--- config.mk ---
export PLATFORM = sky130hd
export DESIGN_NAME = aiam_monitor
export DESIGN_NICKNAME = d
export VERILOG_FILES = /design/src/pkg/aiam_pkg.sv /design/src/design/aiam_monitor.sv
export SDC_FILE = /design/constraint.sdc
export NUM_CORES = 2
export LEC_CHECK = 0
export ABC_AREA = 1
export BUFFER_PORTS_ARGS = -buffer_cell sky130_fd_sc_hd__buf_2
export CAP_MARGIN = 20
export CORE_ASPECT_RATIO = 0.75
export CORE_MARGIN = 5
export CORE_UTILIZATION = 35
export DETAILED_ROUTE_END_ITERATION = 12
export PLACE_DENSITY = 0.53
export RECOVER_POWER = 50
export SLEW_MARGIN = 10
export SYNTH_ARGS = -nofsm -noshare
export SYNTH_HDL_FRONTEND = slang
export SYNTH_SLANG_ARGS = --single-unit
--- constraint.sdc ---
create_clock -name clk -period 73.7 [get_ports clk]
set_input_delay 3.685 -clock clk [delete_from_list [all_inputs] [get_ports clk]]
set_output_delay 3.685 -clock clk [all_outputs]
set_load 0.03 [all_outputs]
--- src/pkg/aiam_pkg.sv ---
// aiam_pkg: constants, register map and carrier types of the analog input alarm monitor
// assumes one clock domain shared with the converter front end and the register master
package aiam_pkg;
    localparam int NCH = 8;
    localparam int CW  = 3;
    localparam int DW  = 16;
    localparam int NDO = 8;
    localparam int DOW = 3;
    localparam int AW  = 8;
    localparam int BW  = 32;

    // global registers, word addresses
    localparam logic [AW-1:0] OFF_AVGEN    = 8'h00;
    localparam logic [AW-1:0] OFF_AVG      = 8'h01;
    localparam logic [AW-1:0] OFF_ALMSTAT  = 8'h02;
    localparam logic [AW-1:0] OFF_CLRLATCH = 8'h03;
    localparam logic [AW-1:0] OFF_MMRESET  = 8'h04;
    localparam logic [AW-1:0] OFF_FAULT    = 8'h05;
    localparam logic [AW-1:0] OFF_RANGELO  = 8'h06;
    localparam logic [AW-1:0] OFF_RANGEHI  = 8'h07;
    localparam logic [AW-1:0] OFF_BURNSUP  = 8'h08;
    localparam logic [AW-1:0] OFF_DOUT     = 8'h09;
    // per-channel block: addr[7:6] selects, addr[5:3] channel, addr[2:0] field
    localparam logic [1:0]    CH_SEL  = 2'h1;
    localparam logic [2:0]    F_HILIM = 3'h0;
    localparam logic [2:0]    F_LOLIM = 3'h1;
    localparam logic [2:0]    F_MODE  = 3'h2;
    localparam logic [2:0]    F_MAP   = 3'h3;
    localparam logic [2:0]    F_MAX   = 3'h4;
    localparam logic [2:0]    F_MIN   = 3'h5;
    localparam logic [2:0]    F_LAST  = 3'h6;
    // field positions inside the mode, map and clear-latch words
    localparam int MODE_LO_POS = 2;
    localparam int MAP_LO_POS  = 4;
    localparam int CLR_LO_POS  = 8;

    localparam logic [DW-1:0] MAX_INIT    = 16'h0000;
    localparam logic [DW-1:0] MIN_INIT    = 16'hffff;
    localparam logic [DW-1:0] HILIM_RST   = 16'hffff;
    localparam logic [DW-1:0] LOLIM_RST   = 16'h0000;
    localparam logic [DW-1:0] RANGELO_RST = 16'h0000;
    localparam logic [DW-1:0] RANGEHI_RST = 16'hffff;

    typedef enum logic [1:0] {
        ALM_OFF    = 2'b00,
        ALM_LATCH  = 2'b01,
        ALM_MOMENT = 2'b10
    } aiam_mode_t;

    typedef struct packed {
        logic          wr;
        logic          rd;
        logic [AW-1:0] addr;
        logic [BW-1:0] wdata;
    } aiam_bus_t;

    typedef struct packed {
        logic          valid;
        logic [CW-1:0] chan;
        logic [DW-1:0] value;
        logic          openSensor;
    } aiam_sample_t;

    typedef struct packed {
        logic [NCH-1:0][DW-1:0]  hiLim;
        logic [NCH-1:0][DW-1:0]  loLim;
        logic [NCH-1:0][DW-1:0]  maxV;
        logic [NCH-1:0][DW-1:0]  minV;
        logic [NCH-1:0][DW-1:0]  lastV;
        aiam_mode_t [NCH-1:0]    hiMode;
        aiam_mode_t [NCH-1:0]    loMode;
        logic [NCH-1:0][DOW-1:0] hiMap;
        logic [NCH-1:0][DOW-1:0] loMap;
        logic [NCH-1:0]          hiStat;
        logic [NCH-1:0]          loStat;
        logic [NCH-1:0]          avgEn;
        logic [NCH-1:0]          burn;
        logic [NCH-1:0]          ovr;
        logic [NCH-1:0]          burnSup;
        logic [DW-1:0]           rangeLo;
        logic [DW-1:0]           rangeHi;
        logic [DW-1:0]           avg;
        logic [NDO-1:0]          dout;
        logic [BW-1:0]           rdata;
    } aiam_state_t;
endpackage : aiam_pkg

--- src/design/aiam_monitor.sv ---
// aiam_monitor: per-channel alarm, max/min log, average and fault flags for converted samples
// assumes samples and register strobes come from logic on clk, so no synchronisers
//
// Implementation choices: the register offsets and the plain strobed port.
`timescale 1ns/1ns
module aiam_monitor
    import aiam_pkg::*;
(
    // clock and reset
    input  wire logic         clk,
    input  wire logic         nrst,
    // register port
    input  wire aiam_bus_t    bus,
    output logic [BW-1:0]     busRdata,
    // converter front end
    input  wire aiam_sample_t smp,
    // digital outputs and status
    output logic [NDO-1:0]    dout,
    output logic [NCH-1:0]    hiAlarm,
    output logic [NCH-1:0]    loAlarm,
    output logic [NCH-1:0]    burnout,
    output logic [NCH-1:0]    overRange
);
    aiam_state_t s;
    aiam_state_t n;

    function automatic logic active(input aiam_mode_t m);
        return (m == ALM_LATCH) || (m == ALM_MOMENT);
    endfunction : active

    function automatic aiam_mode_t toMode(input logic [1:0] v);
        // the unused code is treated as disabled so no alarm can drive an output from it
        return (v == ALM_LATCH || v == ALM_MOMENT) ? aiam_mode_t'(v) : ALM_OFF;
    endfunction : toMode

    // combinational divide: area traded for an average ready in the sample's cycle
    function automatic logic [DW-1:0] mean(input logic [NCH-1:0][DW-1:0] v,
                                           input logic [NCH-1:0]         en);
        logic [DW+CW:0] sum;
        logic [CW:0]    k;
        sum = '0;
        k   = '0;
        for (int i = 0; i < NCH; i++) begin
            if (en[i]) begin
                sum = sum + (DW+CW+1)'(v[i]);
                k   = (CW+1)'(k + 1'b1);
            end
        end
        return (k == '0) ? '0 : DW'(sum / k);
    endfunction : mean

    logic [NCH-1:0] clrHi;
    logic [NCH-1:0] clrLo;
    logic [NCH-1:0] mmRst;
    logic           chWin;
    logic [CW-1:0]  chIdx;
    logic [2:0]     fld;
    logic           hiCond;
    logic           loCond;

    assign chWin = (bus.addr[AW-1:AW-2] == CH_SEL);
    assign chIdx = bus.addr[5:3];
    assign fld   = bus.addr[2:0];
    assign clrHi = (bus.wr && bus.addr == OFF_CLRLATCH) ? bus.wdata[NCH-1:0] : '0;
    assign clrLo = (bus.wr && bus.addr == OFF_CLRLATCH) ?
                   bus.wdata[CLR_LO_POS +: NCH] : '0;
    assign mmRst = (bus.wr && bus.addr == OFF_MMRESET) ? bus.wdata[NCH-1:0] : '0;
    assign hiCond = smp.value > s.hiLim[smp.chan];
    assign loCond = smp.value < s.loLim[smp.chan];

    always_comb begin
        n = s;
        n.rdata = '0;
        // register writes
        if (bus.wr) begin
            if (chWin) begin
                case (fld)
                    F_HILIM: n.hiLim[chIdx] = bus.wdata[DW-1:0];
                    F_LOLIM: n.loLim[chIdx] = bus.wdata[DW-1:0];
                    F_MODE: begin
                        n.hiMode[chIdx] = toMode(bus.wdata[1:0]);
                        n.loMode[chIdx] = toMode(bus.wdata[MODE_LO_POS +: 2]);
                    end
                    F_MAP: begin
                        n.hiMap[chIdx] = bus.wdata[DOW-1:0];
                        n.loMap[chIdx] = bus.wdata[MAP_LO_POS +: DOW];
                    end
                    default: ;
                endcase
            end else begin
                case (bus.addr)
                    OFF_AVGEN:   n.avgEn   = bus.wdata[NCH-1:0];
                    OFF_RANGELO: n.rangeLo = bus.wdata[DW-1:0];
                    OFF_RANGEHI: n.rangeHi = bus.wdata[DW-1:0];
                    OFF_BURNSUP: n.burnSup = bus.wdata[NCH-1:0];
                    default: ;
                endcase
            end
        end
        // clear and log reset commands land first so a same-cycle sample wins
        n.hiStat = n.hiStat & ~clrHi;
        n.loStat = n.loStat & ~clrLo;
        for (int c = 0; c < NCH; c++) begin
            if (mmRst[c]) begin
                n.maxV[c] = MAX_INIT;
                n.minV[c] = MIN_INIT;
            end
        end
        // sample processing, once per converted sample
        if (smp.valid) begin
            n.lastV[smp.chan] = smp.value;
            n.burn[smp.chan]  = smp.openSensor && s.burnSup[smp.chan];
            n.ovr[smp.chan]   = (smp.value > s.rangeHi) ||
                                (smp.value < s.rangeLo);
            case (s.hiMode[smp.chan])
                ALM_LATCH: begin
                    if (hiCond) begin
                        n.hiStat[smp.chan] = 1'b1;
                    end
                end
                ALM_MOMENT: n.hiStat[smp.chan] = hiCond;
                default: ;
            endcase
            case (s.loMode[smp.chan])
                ALM_LATCH: begin
                    if (loCond) begin
                        n.loStat[smp.chan] = 1'b1;
                    end
                end
                ALM_MOMENT: n.loStat[smp.chan] = loCond;
                default: ;
            endcase
            if (smp.value > n.maxV[smp.chan] || mmRst[smp.chan]) begin
                n.maxV[smp.chan] = smp.value;
            end
            if (smp.value < n.minV[smp.chan] || mmRst[smp.chan]) begin
                n.minV[smp.chan] = smp.value;
            end
            n.avg = mean(n.lastV, n.avgEn);
        end
        // output mapping: several alarms on one output are or-ed together
        n.dout = '0;
        for (int d = 0; d < NDO; d++) begin
            for (int c = 0; c < NCH; c++) begin
                if ((active(n.hiMode[c]) && n.hiStat[c] && n.hiMap[c] == DOW'(d)) ||
                    (active(n.loMode[c]) && n.loStat[c] && n.loMap[c] == DOW'(d))) begin
                    n.dout[d] = 1'b1;
                end
            end
        end
        // read data, valid only in the cycle after the strobe
        if (bus.rd) begin
            if (chWin) begin
                case (fld)
                    F_HILIM: n.rdata = BW'(s.hiLim[chIdx]);
                    F_LOLIM: n.rdata = BW'(s.loLim[chIdx]);
                    F_MODE:  n.rdata = BW'({s.loMode[chIdx], s.hiMode[chIdx]});
                    F_MAP:   n.rdata = BW'({1'b0, s.loMap[chIdx], 1'b0, s.hiMap[chIdx]});
                    F_MAX:   n.rdata = BW'(s.maxV[chIdx]);
                    F_MIN:   n.rdata = BW'(s.minV[chIdx]);
                    F_LAST:  n.rdata = BW'(s.lastV[chIdx]);
                    default: n.rdata = '0;
                endcase
            end else begin
                case (bus.addr)
                    OFF_AVGEN:   n.rdata = BW'(s.avgEn);
                    OFF_AVG:     n.rdata = BW'(s.avg);
                    OFF_ALMSTAT: n.rdata = BW'({s.loStat, s.hiStat});
                    OFF_FAULT:   n.rdata = BW'({s.ovr, s.burn});
                    OFF_RANGELO: n.rdata = BW'(s.rangeLo);
                    OFF_RANGEHI: n.rdata = BW'(s.rangeHi);
                    OFF_BURNSUP: n.rdata = BW'(s.burnSup);
                    OFF_DOUT:    n.rdata = BW'(s.dout);
                    default:     n.rdata = '0;
                endcase
            end
        end
    end

    always_ff @(posedge clk) begin
        if (!nrst) begin
            s         <= '0;
            s.hiLim   <= {NCH{HILIM_RST}};
            s.loLim   <= {NCH{LOLIM_RST}};
            s.maxV    <= {NCH{MAX_INIT}};
            s.minV    <= {NCH{MIN_INIT}};
            s.rangeLo <= RANGELO_RST;
            s.rangeHi <= RANGEHI_RST;
        end else begin
            s <= n;
        end
    end

    assign busRdata  = s.rdata;
    assign dout      = s.dout;
    assign hiAlarm   = s.hiStat;
    assign loAlarm   = s.loStat;
    assign burnout   = s.burn;
    assign overRange = s.ovr;

    // checks tied to one channel use a fixed index; the logic is identical for every channel
    a_latch_hold: assert property (@(posedge clk) disable iff (!nrst)
        s.hiStat[0] && s.hiMode[0] == ALM_LATCH && !bus.wr |=> s.hiStat[0])
        else $error("latched high alarm dropped without clear");
    a_low_latch: assert property (@(posedge clk) disable iff (!nrst)
        smp.valid && s.loMode[smp.chan] == ALM_LATCH &&
        smp.value < s.loLim[smp.chan] |=> s.loStat[$past(smp.chan)])
        else $error("low alarm not latched below limit");
    a_moment_follow: assert property (@(posedge clk) disable iff (!nrst)
        smp.valid && smp.chan == '0 && s.hiMode[0] == ALM_MOMENT && !bus.wr
        |=> s.hiStat[0] == ($past(smp.value) > $past(s.hiLim[0])))
        else $error("momentary alarm does not follow condition");
    a_disabled_hold: assert property (@(posedge clk) disable iff (!nrst)
        s.hiMode[0] == ALM_OFF && !bus.wr |=> $stable(s.hiStat[0]))
        else $error("disabled alarm status changed");
    a_output_map: assert property (@(posedge clk) disable iff (!nrst)
        s.hiStat[0] && active(s.hiMode[0]) |-> s.dout[s.hiMap[0]])
        else $error("mapped output not driven by active alarm");
    a_max_track: assert property (@(posedge clk) disable iff (!nrst)
        smp.valid && smp.chan == '0 |=> s.maxV[0] >= $past(smp.value))
        else $error("maximum below a seen sample");
    a_min_track: assert property (@(posedge clk) disable iff (!nrst)
        smp.valid && smp.chan == '0 |=> s.minV[0] <= $past(smp.value))
        else $error("minimum above a seen sample");
    a_avg_single: assert property (@(posedge clk) disable iff (!nrst)
        smp.valid && s.avgEn == (NCH'(1) << smp.chan) && !bus.wr
        |=> s.avg == $past(smp.value))
        else $error("average of one channel differs from it");
    a_range_flag: assert property (@(posedge clk) disable iff (!nrst)
        smp.valid && (smp.value > s.rangeHi || smp.value < s.rangeLo)
        |=> s.ovr[$past(smp.chan)])
        else $error("over-range not flagged");
    a_burn_flag: assert property (@(posedge clk) disable iff (!nrst)
        smp.valid && smp.openSensor && s.burnSup[smp.chan] |=> s.burn[$past(smp.chan)])
        else $error("burnout not flagged");
    // the other alarm half, the host commands and the cycles without a sample
    a_low_moment: assert property (@(posedge clk) disable iff (!nrst)
        smp.valid && smp.chan == '0 && s.loMode[0] == ALM_MOMENT
        |=> s.loStat[0] == ($past(smp.value) < $past(s.loLim[0])))
        else $error("momentary low alarm does not follow condition");
    a_high_latch: assert property (@(posedge clk) disable iff (!nrst)
        smp.valid && s.hiMode[smp.chan] == ALM_LATCH &&
        smp.value > s.hiLim[smp.chan] |=> s.hiStat[$past(smp.chan)])
        else $error("high alarm not latched above limit");
    a_low_hold: assert property (@(posedge clk) disable iff (!nrst)
        s.loStat[1] && s.loMode[1] == ALM_LATCH && !bus.wr |=> s.loStat[1])
        else $error("latched low alarm dropped without clear");
    a_clear_drop: assert property (@(posedge clk) disable iff (!nrst)
        bus.wr && bus.addr == OFF_CLRLATCH && bus.wdata[0] && !smp.valid |=> !s.hiStat[0])
        else $error("clear command left high alarm set");
    a_low_output: assert property (@(posedge clk) disable iff (!nrst)
        s.loStat[0] && active(s.loMode[0]) |-> s.dout[s.loMap[0]])
        else $error("mapped output not driven by low alarm");
    a_output_quiet: assert property (@(posedge clk) disable iff (!nrst)
        s.hiStat == '0 && s.loStat == '0 |-> s.dout == '0)
        else $error("output driven with no alarm set");
    a_low_disabled: assert property (@(posedge clk) disable iff (!nrst)
        s.loMode[0] == ALM_OFF && !bus.wr |=> $stable(s.loStat[0]))
        else $error("disabled low alarm status changed");
    a_max_reset: assert property (@(posedge clk) disable iff (!nrst)
        bus.wr && bus.addr == OFF_MMRESET && bus.wdata[2] && !smp.valid
        |=> s.maxV[2] == MAX_INIT)
        else $error("maximum not reinitialised");
    a_min_reset: assert property (@(posedge clk) disable iff (!nrst)
        bus.wr && bus.addr == OFF_MMRESET && bus.wdata[2] && !smp.valid
        |=> s.minV[2] == MIN_INIT)
        else $error("minimum not reinitialised");
    a_last_store: assert property (@(posedge clk) disable iff (!nrst)
        smp.valid |=> s.lastV[$past(smp.chan)] == $past(smp.value))
        else $error("sample not stored for its channel");
    a_no_sample: assert property (@(posedge clk) disable iff (!nrst)
        !smp.valid |=> $stable(s.lastV) && $stable(s.burn) && $stable(s.ovr) && $stable(s.avg))
        else $error("results moved without a sample");
    a_burn_off: assert property (@(posedge clk) disable iff (!nrst)
        smp.valid && !(smp.openSensor && s.burnSup[smp.chan]) |=> !s.burn[$past(smp.chan)])
        else $error("burnout flagged without cause");
    a_range_in: assert property (@(posedge clk) disable iff (!nrst)
        smp.valid && smp.value <= s.rangeHi && smp.value >= s.rangeLo
        |=> !s.ovr[$past(smp.chan)])
        else $error("over-range flagged inside range");
    a_hilim_write: assert property (@(posedge clk) disable iff (!nrst)
        bus.wr && chWin && fld == F_HILIM |=> s.hiLim[$past(chIdx)] == DW'($past(bus.wdata)))
        else $error("high limit not stored");
    a_lolim_write: assert property (@(posedge clk) disable iff (!nrst)
        bus.wr && chWin && fld == F_LOLIM |=> s.loLim[$past(chIdx)] == DW'($past(bus.wdata)))
        else $error("low limit not stored");
    a_mode_decode: assert property (@(posedge clk) disable iff (!nrst)
        bus.wr && chWin && fld == F_MODE && bus.wdata[1:0] == 2'h3
        |=> s.hiMode[$past(chIdx)] == ALM_OFF)
        else $error("unused mode code not taken as disabled");
    a_map_write: assert property (@(posedge clk) disable iff (!nrst)
        bus.wr && chWin && fld == F_MAP |=> s.hiMap[$past(chIdx)] == DOW'($past(bus.wdata)))
        else $error("output mapping not stored");
    a_avg_none: assert property (@(posedge clk) disable iff (!nrst)
        smp.valid && s.avgEn == '0 && !bus.wr |=> s.avg == '0)
        else $error("average nonzero with no channel enabled");
endmodule : aiam_monitor

# After elaboration in Yosys (flattened, before gate mapping)

Cells that the tools add are included.

Bits in registers: 856
Bits in latches: 0
RAM bits: 0
Bits in read-only memories: 0
Input bits: 65
Output and inout port bits: 72
Logic and storage cells: 735
Memories kept: 0

$add $sub $neg: 14
$mul: 0
Div/mod/pow operators: 1
Order comparisons: 10
Equality and inequality tests: 168
Shift operators: 0
Muxes and demuxes: 193
Bitwise operators: 7
Reduce and logical (&&, ||, !) cells: 259

Operators with widths:

| operator                                                         | number |
|---|---|
| 128-bit bitwise mux                                              | 5 |
| 16-bit 2-to-1 mux                                                | 30 |
| 16-bit binary-select mux with 3-bit select                       | 9 |
| 384-bit 2-to-1 mux                                               | 1 |
| 20-bit 2-to-1 mux                                                | 15 |
| 128-bit 2-to-1 mux                                               | 2 |
| 3-bit == test (second input constant)                            | 67 |
| 80-bit 2-to-1 mux                                                | 2 |
| 1-bit logical AND                                                | 149 |
| 20-bit by 16-bit adder with 20-bit output                        | 7 |
| 16-bit one-hot mux with 8 select lines                           | 1 |
| 16-bit one-hot mux with 7 select lines                           | 1 |
| 3-bit by 2-bit == test with 1-bit output (second input constant) | 34 |
| 16-bit demux with 3-bit select                                   | 2 |
| 1-bit logical OR                                                 | 85 |
| 1-bit 2-to-1 mux                                                 | 68 |
| 32-bit 2-to-1 mux                                                | 2 |
| 8-bit 2-to-1 mux                                                 | 8 |
| 4-bit 2-to-1 mux                                                 | 15 |
| 3-bit by 1-bit == test with 1-bit output (second input constant) | 17 |
| 3-bit logical NOT                                                | 17 |
| 24-bit bitwise mux                                               | 2 |
| 16-bit greater-than comparator                                   | 3 |
| 16-bit less-than comparator                                      | 3 |
| 30 further kinds                                                 | 107 |

# Depth between registers and ports, before layout

Depth after elaboration: 30
Depth in mapped cells: 294
Depth with buffers taken out: 281

# Worst setup path before layout

OpenSTA, ideal clock, no wires.

Path kind: input-to-reg
From: in bus[35] (netlist name)
To: reg s[40] (netlist name)
Library setup time: 0.116 ns
Arrival: 40.951 ns
Data required time: 73.584 ns
Path slack: 32.633 ns
Stages: 274
Buffers on the path: 14
Cell sequence: buf_6 -> nor2_2 -> nand2_1 -> nor2_4 -> nand3_2 -> and2_4 -> inv_1 -> clkbuf_1 -> clkbuf_1 -> nor2_1 -> fa_1 -> xor2_1 -> o21ai_0 -> ha_1 -> a21oi_1 -> nand2_1 -> a21oi_1 -> nor2_1 -> [... 238 more ...] -> a31oi_1 -> nand4_4 -> nor2_4 -> nand3_4 -> inv_2 -> o21ai_0 -> ha_1 -> a21boi_0 -> o21ai_0 -> nand2_1 -> a21oi_1 -> nand2_1 -> nor2_1 -> nand3_2 -> nor2_1 -> nand2_1 -> nand2_1 -> a21oi_1

RTL lines:

| item                 | RTL line            | RTL |
|---|---|---|
| start, declared      | aiam_monitor.sv:13  | `input wire aiam_bus_t bus,` |
| end signal, assigned | aiam_monitor.sv:190 | `s <= n;` |
| end, declared        | aiam_monitor.sv:24  | `aiam_state_t s;` |

==> flow_metrics.tcl <==
set metrics [dict create \
    postCtsResizedCells 0 \
    critPathMaxStageDelay_ns 0.65 \
    synth_area_leader_cell "dfxtp_1" \
    cts_tree "yes" \
    min_path_type "flop to flop" \
    clk_latency_ns 0.72 \
    netlist_instances 9096 \
    first_global_vias 59100 \
    yosys.area.top_type_share_pct 28.0 \
    tightest_slew_ns 11.80 \
    path_max_fanout 23 \
    yosysSeqAreaShare_pct 28.0 \
    combinationalPowerShare_pct 60.5 \
    slowest_stage "nor4_1" \
    grt_overflow 0 \
    crit_end "s[40]" \
    p_leak_nw 29.1 \
    coreArea_sq_mm 0.170 \
    r2r_end "s[40]" \
    rows 131 \
    swShare_pct 51.1 \
    dpl.cell_count 11000 \
    p_per_area_mw_per_mm2 36.5 \
    critPathLaunch "bus[36]" \
    worst_hold_startpoint "s[50]" \
    clock-root-buffer "clkbuf_16" \
    fp.dieH_microns 369 \
    crit_arrival_ns 49.97 \
    final_cell_mix "2,114 x nand2_1, 1,018 x inv_1, 897 x o21ai_0" \
    clk_pin_slew_worst_paths_ns 0.06 \
    cp.required_ns 74.09 \
    grt_setup_unrepaired "no" \
    antenna_found_initial 14 \
    ioPinCount 137 \
    period_share_pct 67.3 \
    intPower_w 0.00116 \
    synth_cell_types 98 \
    avgSynthCellArea_sq_um 6.61 \
    r2r_cells 262 \
    wl_per_cell_microns 25.8 \
    gp_congestion 0.975 \
    cts_num_sinks 840 \
    tns_ns 0 \
    clkPwrFrac_pct 19.8 \
    drt_wl_total_microns 289000 \
    drtIter0Drc 10300 \
    r2r_slack_ns 27.82 \
    grt_max_degree 261 \
    start_util_pct 35.3 \
    portBuffers 104 \
    fin_nets 9227 \
    post-dp-hpwl_microns 200000 \
    synth-async-reset-ratio_pct 0 \
    drt_drc_violations_left 0 \
    r2r_start "s[112]" \
    critPathCaptureType "flop" \
    hold_viol_final 0 \
    fin_crit_ns 49.58 \
    p_switching_w 0.00121 \
    hold_buffers 0 \
    synth_area_leaders "dfxtp_1 28%, nand2_1 13%, o21ai_0 7.5%" \
    max_freq_mhz 20.2 \
    ys_ff_latch 840 \
    fin_cells 11200 \
    die_width_microns 489 \
    grt_pass1_wl_microns 412000 \
    cts_buffers 85 \
    drive_gt1_share_pct 8.48 \
    finClkSkew_ns 0.0312 \
    final_common_cell "nand2_1" \
    ctsHtreeMaxLevel 3 \
    clockBufferDepth 3 \
    p_seq_share_pct 19.7 \
    status "complete, but fails checks" \
    worstSetupPathType "input port to flop" \
    maxSlewHeadroom_pct -687 \
    die_area_sq_mm 0.180 \
    synth_edf_count 0 \
    grtUsageTotal_pct 30.6 \
    viasPerCell 5.94 \
    setup_viol 0 \
    crit_top_cell "nand2_1" \
    vias 66400 \
    ys.flop_type "dfxtp_1" \
    violations "max-capacitance violations, max-slew violations" \
    ir_drop_mv 0.0847 \
    dr.pass1.iters 7 \
    ant_nets 0 \
    yosys_warnings 0 \
    startpoint_type "input port" \
    syn_area_sq_mm 0.0601 \
    slew_violations 938 \
    post-cts-setup-buffers 0 \
    syn_to_final_growth_pct 8.21 \
    cap_viol_max_count 13 \
]
==> final cells by class <==
type	instances	area, sq um
fillers	18300	105000
multi-input cells	6561	36500
flip-flops and latches	840	16800
inverters	1110	4230
well taps	2261	2830
clock buffers	119	2460
repair buffers	268	1770
clock inverters	29	403
diodes	5	12.5
==> layer usage <==
| metal | vias to the layer above | GRT usage [%] | wire length (microns) |
|---|---|---|---|
| met3 | 628 | 11.5 | 43900 |
| met1 | 31200 | 45.1 | 127000 |
| li1 | 30300 | - | - |
| met5 | - | 0 | 264 |
| met4 | 4 | 10.3 | 11500 |
| met2 | 4346 | 40.0 | 106000 |
==> power groups by stage <==
stage	clock network (W)	registers (W)	logic, W
floorplan	0	0.000475	0.00114
global placement	0	0.000476	0.00140
detailed placement	0	0.000477	0.00142
CTS	0.000471	0.000466	0.00142
global route	0.000490	0.000467	0.00161
finish	0.000471	0.000467	0.00143
==> sequential cells by signal, indices dropped and copies added, names as in the netlist <==
register   flops
s            784
busRdata      16
burnout        8
overRange      8
hiAlarm        8
loAlarm        8
dout           8
==> how the worst min path moves through the flow <==
| stage | end | cells after the start |
|---|---|---|
| floorplan | s[231] | 2 |
| global placement | s[231] | 2 |
| detailed placement | s[305] | 2 |
| CTS | s[305] | 2 |
| global route | s[40] | 2 |
| finish | s[50] | 2 |
==> cells in the mapped netlist, drive strengths merged, types with 47 or more instances <==
master,n
clkbuf,454
a21oi,662
a22oi,50
a211oi,78
buf,145
inv,1072
nand2,2267
ha,289
nand3,329
o211ai,212
xor2,96
xnor2,47
o21ai,964
nand4,105
nor3,98
a221oi,93
nor2,627
o22ai,241
dfxtp,840
o2111ai,62
==> logic make-up (layout without fill, tap and decap cells) <==
| logic type | count (synthesis) | count (layout) | share of synthesized area [%] |
|---|---|---|---|
| compound gates | 2593 | 2593 | 25.9 |
| simple gates | 3509 | 3509 | 26.1 |
| mux | 4 | 4 | 0.0666 |
| other cells | 1 | 21 | 0.00624 |
| xor+xnor | 143 | 143 | 2.11 |
| fa+ha+maj | 296 | 296 | 6.25 |
| buf+inv | 1710 | 1526 | 11.7 |
| flops | 840 | 840 | 28.0 |
==> critical path: cells and delay by family <==
family	cells	cell delay (ns)
xor gates and xnor gates	3	0.45
buffers and inverters	44	4.65
AOI/OAI and AO/OA	70	13.18
adders and majority gates	28	8.94
and+or+nand+nor	121	18.94
==> stage by stage <==
step	hold slack [ns]	cell area, sq um	utilization [%]	total power (W)	setup slack (ns)
after floorplan	0.434	60200	-	0.00162	32.63
after global placement	0.449	62200	36.5	0.00188	24.66
after detailed placement	0.460	62200	36.5	0.00189	24.13
after CTS	0.469	65100	38.2	0.00236	24.70
after global routing	0.481	65000	38.2	0.00257	19.22
final	0.468	65000	38.2	0.00237	24.12
No activity file was read; power rests on OpenSTA's default activity.
